--- config.mk ---
export PLATFORM = sky130hd
export DESIGN_NAME = lcc_config
export DESIGN_NICKNAME = d
export VERILOG_FILES = /design/src/lcc_pkg.sv /design/src/lcc_config.sv
export SDC_FILE = /design/constraint.sdc
export NUM_CORES = 1
export LEC_CHECK = 0
export ABC_AREA = 1
export BUFFER_PORTS_ARGS = -buffer_cell sky130_fd_sc_hd__buf_2
export CAP_MARGIN = 20
export CORE_ASPECT_RATIO = 1.2
export CORE_MARGIN = 3
export CORE_UTILIZATION = 48
export CTS_BUF_LIST = sky130_fd_sc_hd__clkbuf_2
export DETAILED_ROUTE_END_ITERATION = 7
export PLACE_DENSITY_LB_ADDON = 0.1
export REMOVE_ABC_BUFFERS = 1
export SLEW_MARGIN = 5
export SYNTH_ARGS = -nofsm -noshare
export SYNTH_HDL_FRONTEND = slang
export SYNTH_SLANG_ARGS = --single-unit
--- constraint.sdc ---
create_clock -name clk -period 1.5 [get_ports clk]
set_input_delay 0.075 -clock clk [delete_from_list [all_inputs] [get_ports clk]]
set_output_delay 0.075 -clock clk [all_outputs]
set_load 0.1 [all_outputs]
--- src/lcc_pkg.sv ---
package lcc_pkg;
    // ------------------------------------------------------------
    // Register offsets (byte addresses, one word each)
    // ------------------------------------------------------------
    localparam logic [3:0] LCC_OFF_STATUS  = 4'h0;
    localparam logic [3:0] LCC_OFF_DISPLAY = 4'h4;
    localparam logic [3:0] LCC_OFF_POWER   = 4'h8;
    localparam logic [3:0] LCC_OFF_EXT     = 4'hC;
    // ------------------------------------------------------------
    // Field positions
    // ------------------------------------------------------------
    localparam int LCC_ST_BUSY   = 7;
    localparam int LCC_ST_DON    = 5;
    localparam int LCC_ST_RESIP  = 4;
    localparam int LCC_ST_MF     = 1;
    localparam int LCC_ST_ROWS   = 0;
    localparam int LCC_DS_DON    = 0;
    localparam int LCC_DS_INV    = 1;
    localparam int LCC_DS_DAL    = 2;
    localparam int LCC_DS_CFLIP  = 3;
    localparam int LCC_DS_RFLIP  = 4;
    localparam int LCC_DS_EXTSET = 5;
    localparam int LCC_DS_RESET  = 6;
    localparam int LCC_DS_SLEEP  = 7;
    localparam int LCC_DS_WAKE   = 8;
    localparam int LCC_PW_OSC    = 0;
    localparam int LCC_PW_MB     = 4;
    localparam int LCC_PW_ME     = 8;
    localparam int LCC_PW_VL     = 12;
    localparam int LCC_PW_VS     = 20;
    localparam int LCC_EX_FR     = 0;
    localparam int LCC_EX_TC     = 4;
    localparam int LCC_EX_VERT   = 8;
    localparam int LCC_EX_BYTE   = 9;
    localparam int LCC_EX_SYM    = 10;
    localparam int LCC_EX_LOWER  = 11;
    localparam int LCC_EX_RGRP   = 12;
    localparam int LCC_EX_EXTCLK = 13;
    // ------------------------------------------------------------
    // Reset values
    // ------------------------------------------------------------
    localparam logic [1:0] LCC_RST_MULT_B = 2'h0;
    localparam logic [2:0] LCC_RST_MULT_E = 3'h4;
    localparam logic [1:0] LCC_RST_FR     = 2'h3;
    localparam logic [2:0] LCC_RST_TC     = 3'h2;
    localparam logic [5:0] LCC_RST_VL     = 6'h00;
    localparam logic [2:0] LCC_RST_VS     = 3'h0;
    // Arbitrary maker code, neutral value
    localparam logic [2:0] LCC_MAKER      = 3'h5;
    // ------------------------------------------------------------
    // Timing
    // ------------------------------------------------------------
    localparam int         LCC_INIT_NS    = 64;
    localparam int         LCC_CLK_NS     = 4;
    localparam logic [4:0] LCC_INIT_CYC   =
        5'((LCC_INIT_NS + LCC_CLK_NS - 1) / LCC_CLK_NS);
    localparam logic [2:0] LCC_BUSY_CYC   = 3'h3;

    typedef enum logic [1:0] {
        LCC_IDLE,
        LCC_INIT,
        LCC_BUSY
    } lcc_state_t;

    typedef enum logic [2:0] {
        LCC_DM_OSC_OFF,
        LCC_DM_OSC_ON,
        LCC_DM_OFF,
        LCC_DM_NORMAL,
        LCC_DM_INVERSE,
        LCC_DM_ALL_ON
    } lcc_mode_t;
endpackage

--- src/lcc_config.sv ---
`timescale 1ns/100ps
module lcc_config
    import lcc_pkg::*;
#(
    parameter logic ROWS80 = 1'b1
) (
    input  wire logic        clk,
    input  wire logic        rstn,
    input  wire logic        init_pulse_n,
    input  wire logic [3:0]  avs_address,
    input  wire logic        avs_read,
    input  wire logic        avs_write,
    input  wire logic [31:0] avs_writedata,
    input  wire logic [3:0]  avs_byteenable,
    output logic      [31:0] avs_readdata,
    output logic             avs_waitrequest,
    input  wire logic        ram_wr,
    input  wire logic [6:0]  ram_col_in,
    output logic      [6:0]  ram_col_out,
    output logic             outputs_low,
    output logic             generators_on,
    output logic             oscillator_on,
    output logic             inverse_out,
    output logic             all_on_out,
    output logic      [2:0]  mult_factor,
    output logic      [1:0]  picture_rate_sel,
    output logic      [2:0]  temp_slope_sel,
    output logic      [2:0]  rows_at_once,
    output logic             ext_clock_sel
);
    // ------------------------------------------------------------
    // State
    // ------------------------------------------------------------
    lcc_state_t  state;
    logic [4:0]  cnt;
    logic        display_on_bit;
    logic        inverse_bit;
    logic        all_pixels_on_bit;
    logic        column_flip;
    logic        row_flip;
    logic        ext_set;
    logic        sleep_state;
    logic        clock_source_run;
    logic [1:0]  mult_basic;
    logic [2:0]  mult_ext;
    logic [5:0]  vlcd_level_code;
    logic [2:0]  vlcd_level_shift;
    logic        vert_addr;
    logic        byte_flip_sel;
    logic        symbol_line_en;
    logic        lower_lines_flip;
    logic        row_group_sel;
    logic        init_n_q;
    logic        soft_reset;
    logic        cfg_clear;
    logic        acc;
    logic        wr_ok;
    logic        wr_disp;
    logic        wr_pow;
    logic        wr_ext;
    lcc_mode_t   mode;
    logic        busy;
    logic [31:0] next_rdata;

    // ------------------------------------------------------------
    // Decode helpers
    // ------------------------------------------------------------
    function automatic logic [2:0] lcc_mult(input logic ext,
                                            input logic [1:0] b,
                                            input logic [2:0] e);
        // Returns multiplication factor as a number
        logic [2:0] r;
        r = 3'h0;
        if (ext) begin
            // Upper half of the code repeats the basic range
            case (e[2])
                1'b1:    r = 3'(e[1:0]) + 3'h4;
                default: r = 3'(e[1:0]) + 3'h2;
            endcase
        end else begin
            r = 3'(b) + 3'h4;
        end
        return r;
    endfunction

    function automatic logic lcc_drives(input lcc_mode_t m);
        // Pads and generators run only in a visible mode
        return (m == LCC_DM_NORMAL) || (m == LCC_DM_INVERSE)
               || (m == LCC_DM_ALL_ON);
    endfunction

    // ------------------------------------------------------------
    // Bus slave: one wait cycle per access, busy refuses writes
    // ------------------------------------------------------------
    // Busy-window writes are acked but dropped, so a host that
    // skips the status poll loses them without any error
    assign busy    = (state != LCC_IDLE);
    assign acc     = (avs_read | avs_write) & avs_waitrequest;
    assign wr_ok   = avs_write & !avs_waitrequest & !busy;
    assign wr_disp = wr_ok & (avs_address == LCC_OFF_DISPLAY);
    assign wr_pow  = wr_ok & (avs_address == LCC_OFF_POWER);
    assign wr_ext  = wr_ok & (avs_address == LCC_OFF_EXT);
    assign soft_reset = wr_disp & avs_byteenable[0]
                        & avs_writedata[LCC_DS_RESET];
    assign cfg_clear  = !init_n_q | soft_reset;

    always_ff @(posedge clk or negedge rstn) begin
        if (!rstn) begin
            avs_waitrequest <= 1'b1;
        end else begin
            avs_waitrequest <= !acc;
        end
    end

    // ------------------------------------------------------------
    // Init sequencing
    // ------------------------------------------------------------
    always_ff @(posedge clk or negedge rstn) begin
        if (!rstn) begin
            init_n_q <= 1'b1;
            state    <= LCC_INIT;
            cnt      <= LCC_INIT_CYC;
        end else begin
            init_n_q <= init_pulse_n;
            case (state)
                LCC_IDLE: begin
                    if (cfg_clear) begin
                        state <= LCC_INIT;
                        cnt   <= LCC_INIT_CYC;
                    end else if (wr_ok) begin
                        state <= LCC_BUSY;
                        cnt   <= 5'(LCC_BUSY_CYC);
                    end
                end
                LCC_INIT, LCC_BUSY: begin
                    if (!init_n_q) begin
                        state <= LCC_INIT;
                        cnt   <= LCC_INIT_CYC;
                    end else if (cnt == 5'h0) begin
                        state <= LCC_IDLE;
                    end else begin
                        cnt <= cnt - 5'h1;
                    end
                end
                default: begin
                    state <= LCC_INIT;
                    cnt   <= LCC_INIT_CYC;
                end
            endcase
        end
    end

    // ------------------------------------------------------------
    // Configuration bits; pin and command both restore defaults
    // ------------------------------------------------------------
    always_ff @(posedge clk or negedge rstn) begin
        if (!rstn) begin
            display_on_bit    <= 1'b0;
            inverse_bit       <= 1'b0;
            all_pixels_on_bit <= 1'b0;
            column_flip       <= 1'b0;
            row_flip          <= 1'b0;
            ext_set           <= 1'b0;
            sleep_state       <= 1'b1;
        end else if (cfg_clear) begin
            display_on_bit    <= 1'b0;
            inverse_bit       <= 1'b0;
            all_pixels_on_bit <= 1'b0;
            column_flip       <= 1'b0;
            row_flip          <= 1'b0;
            ext_set           <= 1'b0;
            sleep_state       <= 1'b1;
        end else if (wr_disp && avs_byteenable[0]) begin
            inverse_bit       <= avs_writedata[LCC_DS_INV];
            all_pixels_on_bit <= avs_writedata[LCC_DS_DAL];
            // Display-on only lands once all-pixels-on is active
            if (all_pixels_on_bit || avs_writedata[LCC_DS_DAL]) begin
                display_on_bit <= avs_writedata[LCC_DS_DON];
            end
            column_flip <= avs_writedata[LCC_DS_CFLIP];
            row_flip    <= avs_writedata[LCC_DS_RFLIP];
            ext_set     <= avs_writedata[LCC_DS_EXTSET];
            if (avs_writedata[LCC_DS_SLEEP]) begin
                sleep_state <= 1'b1;
            end else if (avs_writedata[LCC_DS_WAKE]) begin
                sleep_state <= 1'b0;
            end
        end
    end

    always_ff @(posedge clk or negedge rstn) begin
        if (!rstn) begin
            clock_source_run <= 1'b0;
            mult_basic       <= LCC_RST_MULT_B;
            mult_ext         <= LCC_RST_MULT_E;
            vlcd_level_code  <= LCC_RST_VL;
            vlcd_level_shift <= LCC_RST_VS;
        end else if (cfg_clear) begin
            clock_source_run <= 1'b0;
            mult_basic       <= LCC_RST_MULT_B;
            mult_ext         <= LCC_RST_MULT_E;
            vlcd_level_code  <= LCC_RST_VL;
            vlcd_level_shift <= LCC_RST_VS;
        end else if (wr_pow) begin
            clock_source_run <= avs_writedata[LCC_PW_OSC];
            mult_basic       <= avs_writedata[LCC_PW_MB +: 2];
            mult_ext         <= avs_writedata[LCC_PW_ME +: 3];
            vlcd_level_code  <= avs_writedata[LCC_PW_VL +: 6];
            vlcd_level_shift <= avs_writedata[LCC_PW_VS +: 3];
        end
    end

    always_ff @(posedge clk or negedge rstn) begin
        if (!rstn) begin
            picture_rate_sel <= LCC_RST_FR;
            temp_slope_sel   <= LCC_RST_TC;
            vert_addr        <= 1'b0;
            byte_flip_sel    <= 1'b0;
            symbol_line_en   <= 1'b0;
            lower_lines_flip <= 1'b0;
            row_group_sel    <= 1'b0;
            ext_clock_sel    <= 1'b0;
        end else if (cfg_clear) begin
            picture_rate_sel <= LCC_RST_FR;
            temp_slope_sel   <= LCC_RST_TC;
            vert_addr        <= 1'b0;
            byte_flip_sel    <= 1'b0;
            symbol_line_en   <= 1'b0;
            lower_lines_flip <= 1'b0;
            row_group_sel    <= 1'b0;
            ext_clock_sel    <= 1'b0;
        end else if (wr_ext) begin
            picture_rate_sel <= avs_writedata[LCC_EX_FR +: 2];
            temp_slope_sel   <= avs_writedata[LCC_EX_TC +: 3];
            vert_addr        <= avs_writedata[LCC_EX_VERT];
            byte_flip_sel    <= avs_writedata[LCC_EX_BYTE];
            symbol_line_en   <= avs_writedata[LCC_EX_SYM];
            lower_lines_flip <= avs_writedata[LCC_EX_LOWER];
            row_group_sel    <= avs_writedata[LCC_EX_RGRP];
            ext_clock_sel    <= avs_writedata[LCC_EX_EXTCLK];
        end
    end

    // ------------------------------------------------------------
    // Display mode decode
    // ------------------------------------------------------------
    always_comb begin
        if (sleep_state) begin
            mode = LCC_DM_OFF;
        end else if (!clock_source_run) begin
            mode = LCC_DM_OSC_OFF;
        end else if (!all_pixels_on_bit) begin
            mode = display_on_bit ? (inverse_bit ? LCC_DM_INVERSE
                                                 : LCC_DM_NORMAL)
                                  : LCC_DM_OSC_ON;
        end else if (!display_on_bit) begin
            mode = LCC_DM_OFF;
        end else begin
            mode = LCC_DM_ALL_ON;
        end
    end

    always_ff @(posedge clk or negedge rstn) begin
        if (!rstn) begin
            outputs_low   <= 1'b1;
            generators_on <= 1'b0;
            oscillator_on <= 1'b0;
            inverse_out   <= 1'b0;
            all_on_out    <= 1'b0;
            mult_factor   <= 3'h4;
            rows_at_once  <= 3'h0;
        end else begin
            outputs_low   <= !lcc_drives(mode);
            generators_on <= lcc_drives(mode);
            oscillator_on <= (mode != LCC_DM_OFF)
                             && (mode != LCC_DM_OSC_OFF);
            inverse_out   <= (mode == LCC_DM_INVERSE);
            all_on_out    <= (mode == LCC_DM_ALL_ON);
            mult_factor   <= lcc_mult(ext_set, mult_basic, mult_ext);
            // Zero means automatic from multiplex ratio
            rows_at_once  <= row_group_sel ? 3'h4 : 3'h0;
        end
    end

    // ------------------------------------------------------------
    // Column mapping; RAM keeps data while asleep
    // ------------------------------------------------------------
    always_ff @(posedge clk or negedge rstn) begin
        if (!rstn) begin
            ram_col_out <= 7'h00;
        end else if (ram_wr) begin
            // Only new writes move; old image stays until rewritten
            ram_col_out <= column_flip ? 7'h7F - ram_col_in
                                       : ram_col_in;
        end
    end

    // ------------------------------------------------------------
    // Read data
    // ------------------------------------------------------------
    always_comb begin
        next_rdata = 32'h0;
        case (avs_address)
            LCC_OFF_STATUS: begin
                next_rdata[LCC_ST_BUSY]     = busy;
                next_rdata[LCC_ST_DON]      = display_on_bit;
                next_rdata[LCC_ST_RESIP]    = (state == LCC_INIT);
                next_rdata[LCC_ST_MF +: 3]  = LCC_MAKER;
                next_rdata[LCC_ST_ROWS]     = ROWS80;
            end
            LCC_OFF_DISPLAY: begin
                next_rdata[LCC_DS_DON]    = display_on_bit;
                next_rdata[LCC_DS_INV]    = inverse_bit;
                next_rdata[LCC_DS_DAL]    = all_pixels_on_bit;
                next_rdata[LCC_DS_CFLIP]  = column_flip;
                next_rdata[LCC_DS_RFLIP]  = row_flip;
                next_rdata[LCC_DS_EXTSET] = ext_set;
                next_rdata[LCC_DS_SLEEP]  = sleep_state;
            end
            LCC_OFF_POWER: begin
                next_rdata[LCC_PW_OSC]     = clock_source_run;
                next_rdata[LCC_PW_MB +: 2] = mult_basic;
                next_rdata[LCC_PW_ME +: 3] = mult_ext;
                next_rdata[LCC_PW_VL +: 6] = vlcd_level_code;
                next_rdata[LCC_PW_VS +: 3] = vlcd_level_shift;
            end
            LCC_OFF_EXT: begin
                next_rdata[LCC_EX_FR +: 2]  = picture_rate_sel;
                next_rdata[LCC_EX_TC +: 3]  = temp_slope_sel;
                next_rdata[LCC_EX_VERT]     = vert_addr;
                next_rdata[LCC_EX_BYTE]     = byte_flip_sel;
                next_rdata[LCC_EX_SYM]      = symbol_line_en;
                next_rdata[LCC_EX_LOWER]    = lower_lines_flip;
                next_rdata[LCC_EX_RGRP]     = row_group_sel;
                next_rdata[LCC_EX_EXTCLK]   = ext_clock_sel;
            end
            default: next_rdata = 32'h0;
        endcase
    end

    always_ff @(posedge clk or negedge rstn) begin
        if (!rstn) begin
            avs_readdata <= 32'h0;
        end else if (avs_read && avs_waitrequest) begin
            avs_readdata <= next_rdata;
        end
    end
endmodule // lcc_config

==> flow_metrics.py <==
metrics = {
    "place": {
        "dp_hpwl_um": 6514,
        "dp.cells": 623,
        "dpl-instance-area_mm2": 0.004423,
        "io_buffers": 82,
        "gp_routability_congestion": 0.8135,
    },
    "power": {
        "total_leakage_power_nw": 2.679,
        "ir_drop_mv": 0.8663,
        "power_density_mw_per_mm2": 1113,
    },
    "sta": {
        "slew_viol_final": 0,
        "finalSetupViolations": 33,
        "clock_skew_ns": 0.01791,
        "hold_viol_final": 0,
        "setup_tns_ns": -2.119,
        "fin_crit_ns": 1.604,
        "fin_crit_sh": 1.070,
        "whs_ns": 0.05481,
        "fmax_ghz": 0.6233,
        "postLayoutSetupSlackWorst_ns": -0.1044,
        "rsz0062_at_grt": "yes",
    },
    "detailed_routing": {
        "vias_per_cell": 4.853,
        "drc": 0,
        "vias": 3290,
        "ant_nets": 0,
        "wl_per_cell_um": 13.93,
        "wl_um": 9442,
        "drtIter0Drc": 136,
        "firstDrtPassIters": 4,
    },
    "global_route": {
        "overflow": 0,
        "grt_pass1_vias": 3213,
        "grt_max_degree": 80,
        "grt_pass1_wl_um": 15110,
        "grt_usage": 0.2195,
        "antenna_found_initial": 0,
    },
    "clocking": {
        "cts_tree": "yes",
        "clock_path_buffers": 2,
        "insertion_delay_ns": 0.52,
        "clk_pin_slew_worst_paths_ns": 0.21,
        "cts-root-buf": "clkbuf_2",
        "ctsHtreeMaxLevel": 3,
        "cts_inserted_buffers": 9,
        "clkSinkCount": 79,
    },
    "die": {
        "design.die.area_mm2": 0.008989,
        "die_y_um": 103.3,
        "rows": 34,
        "core_mm2": 0.007445,
        "num_io_pins": 110,
        "start_util": 0.5082,
        "die_w_um": 87.05,
    },
    "critical_path": {
        "r2r_start": "state[0]$_DFFE_PN1P_",
        "r2r_slack_ns": -0.10,
        "timing.rr.end": "cnt[1]$_DFFE_PN0P_",
        "cp.arrival_ns": 2.04,
        "worst-r2r-cell-count": 10,
        "cp_max_fo": 8,
        "required_ns": 1.94,
        "crit_path_end_kind": "flip-flop",
        "start_kind": "flip-flop",
        "path_class": "reg2reg",
    },
    "synth": {
        "synth_edf_count": 0,
        "synth-main-ff-cell": "dfrtp_1",
        "synthArstFlopShare": 1.000,
        "yosysSeqAreaShare": 0.5261,
        "synth_area_per_cell_um2": 8.638,
        "syn_area_mm2": 0.003784,
        "yosys_warnings": 0,
        "syn_inst": 438,
        "synth.distinct_cells": 37,
        "ys_ff_latch": 79,
    },
    "worst_hold_path": {
        "min_from": "avs_address[3]",
        "hold_path_end": "avs_readdata[2]$_DFFE_PN0P_",
        "holdPathStages": 6,
        "hp-class": "in2reg",
    },
    "cells_and_area": {
        "n_antenna_cell": 0,
        "layout_common_cells": "nand2_1, dfrtp_1, buf_2",
        "area_growth_pct": 35.25,
        "layoutNonFillerInstCount": 678,
        "stdcell_area_mm2": 0.005117,
        "drive_gt1_frac": 0.3282,
        "final_core_util": 0.6874,
        "layout_commonest_cell": "nand2_1",
        "nets": 641,
        "nFillCells": 614,
    },
    "status": {
        "outcome": "finished, violations left",
        "violations": "setup timing",
    },
    "job": {
        "cap_violations": 0,
    },
}
## worst max-delay path by stage
stage,endpoint,depth (start not counted),from,slack [ns]
2_1_floorplan,avs_readdata[11]$_DFFE_PN0P_,4,avs_waitrequest$_DFF_PN1_,-0.58
3_3_place_gp,ext_clock_sel$_DFFE_PN0P_,9,state[0]$_DFFE_PN1P_,-0.16
3_5_place_dp,vlcd_level_code[5]$_DFFE_PN0P_,11,state[0]$_DFFE_PN1P_,-0.19
4_1_cts,mult_basic[0]$_DFFE_PN0P_,11,state[0]$_DFFE_PN1P_,-0.13
5_1_grt,cnt[0]$_DFFE_PN0P_,10,state[0]$_DFFE_PN1P_,-0.18
6_report,cnt[1]$_DFFE_PN0P_,10,state[0]$_DFFE_PN1P_,-0.10
## area by class of cell
class                           instances  area, um^2  share of cell area
Multi-Input combinational cell        290        1597              0.3120
Clock buffer                           10       50.05            0.009780
Timing Repair Buffer                  147        1107              0.2164
Sequential cell                        79        1991              0.3890
Inverter                               56       222.7             0.04352
Tap cell                               90       112.6             0.02200
Clock inverter                          6       37.54            0.007335
## power by group
part | switching [W] | internal (W) | total [W] | leakage [nW]
clock network | 0.000731 | 0.000215 | 0.000946 | 0.0553
logic | 0.00154 | 0.000707 | 0.00224 | 1.61
registers | 0.000139 | 0.00237 | 0.00251 | 1.02
total | 0.00241 | 0.00329 | 0.00570 | 2.68
## flip-flops by register name, indices dropped and copies added, names as in the netlist, 2 cells and up
signal / flops
ram_col_out: 7
cnt: 5
mult_basic: 2
vlcd_level_code: 6
mult_ext: 3
temp_slope_sel: 3
mult_factor: 3
state: 2
avs_readdata: 21
picture_rate_sel: 2
vlcd_level_shift: 3
## synth_stat cells, drive strengths merged (2+ instances only)
library cell / count / area share
nand3: 20 / 0.038
o21ai: 50 / 0.073
xor2: 2 / 0.0046
nor3: 4 / 0.0053
o211ai: 4 / 0.0079
clkbuf: 6 / 0.0063
nor2: 18 / 0.021
buf: 19 / 0.040
nand4: 4 / 0.0066
xnor2: 7 / 0.016
a21oi: 6 / 0.0079
ha: 5 / 0.017
dfrtp: 68 / 0.45
nand2: 146 / 0.15
a31oi: 5 / 0.0083
o22ai: 2 / 0.0033
dfstp: 11 / 0.076
inv: 56 / 0.056
## metrics by stage
step	power, W	setup WS (ns)
2_1_floorplan	0.003954	-0.5810
3_3_place_gp	0.004475	-0.1617
3_5_place_dp	0.004499	-0.1938
4_1_cts	0.005650	-0.1339
5_1_grt	0.006069	-0.1779
6_report	0.005696	-0.1044
## worst max-delay path: stages, from the launching register on
cell and delay [ns]:
dfstp_2 0.59, inv_2 0.05, ha_4 0.16, nand3_4 0.07, nor2_4 0.05, nand3_4 0.09
nand4_1 0.15, nand2_2 0.19, inv_2 0.07, nand2_2 0.07, nand2_2 0.04
## layer usage
layer  GRT usage  part of all wire
met1      0.2751              0.43
met2      0.3764              0.50
met3     0.03883             0.046
met4     0.08753             0.018
met5           0                 0
## logic make-up (layout without fill, tap and decap cells)
kind of cell,count (synthesis),after routing,synth area share
AOI/OAI and AO/OA,70,70,0.1071
xor gates and xnor gates,9,9,0.02083
adders and majority gates,5,5,0.01653
buffers and inverters,81,219,0.1028
DFF,79,79,0.5261
other,1,13,0.0009911
and+or+nand+nor,193,193,0.2255
## repair_timing
item | CTS | global route
resized for setup | 37 | 36
pin swaps | 5 | 9
endpoints found under the hold margin | 123 | 0
buffers inserted | 3 | 2
gates cloned | 0 | 0
hold buffers | 35 | 0
endpoints found under the setup margin | 45 | 52
No activity file was read; power rests on OpenSTA's default activity.
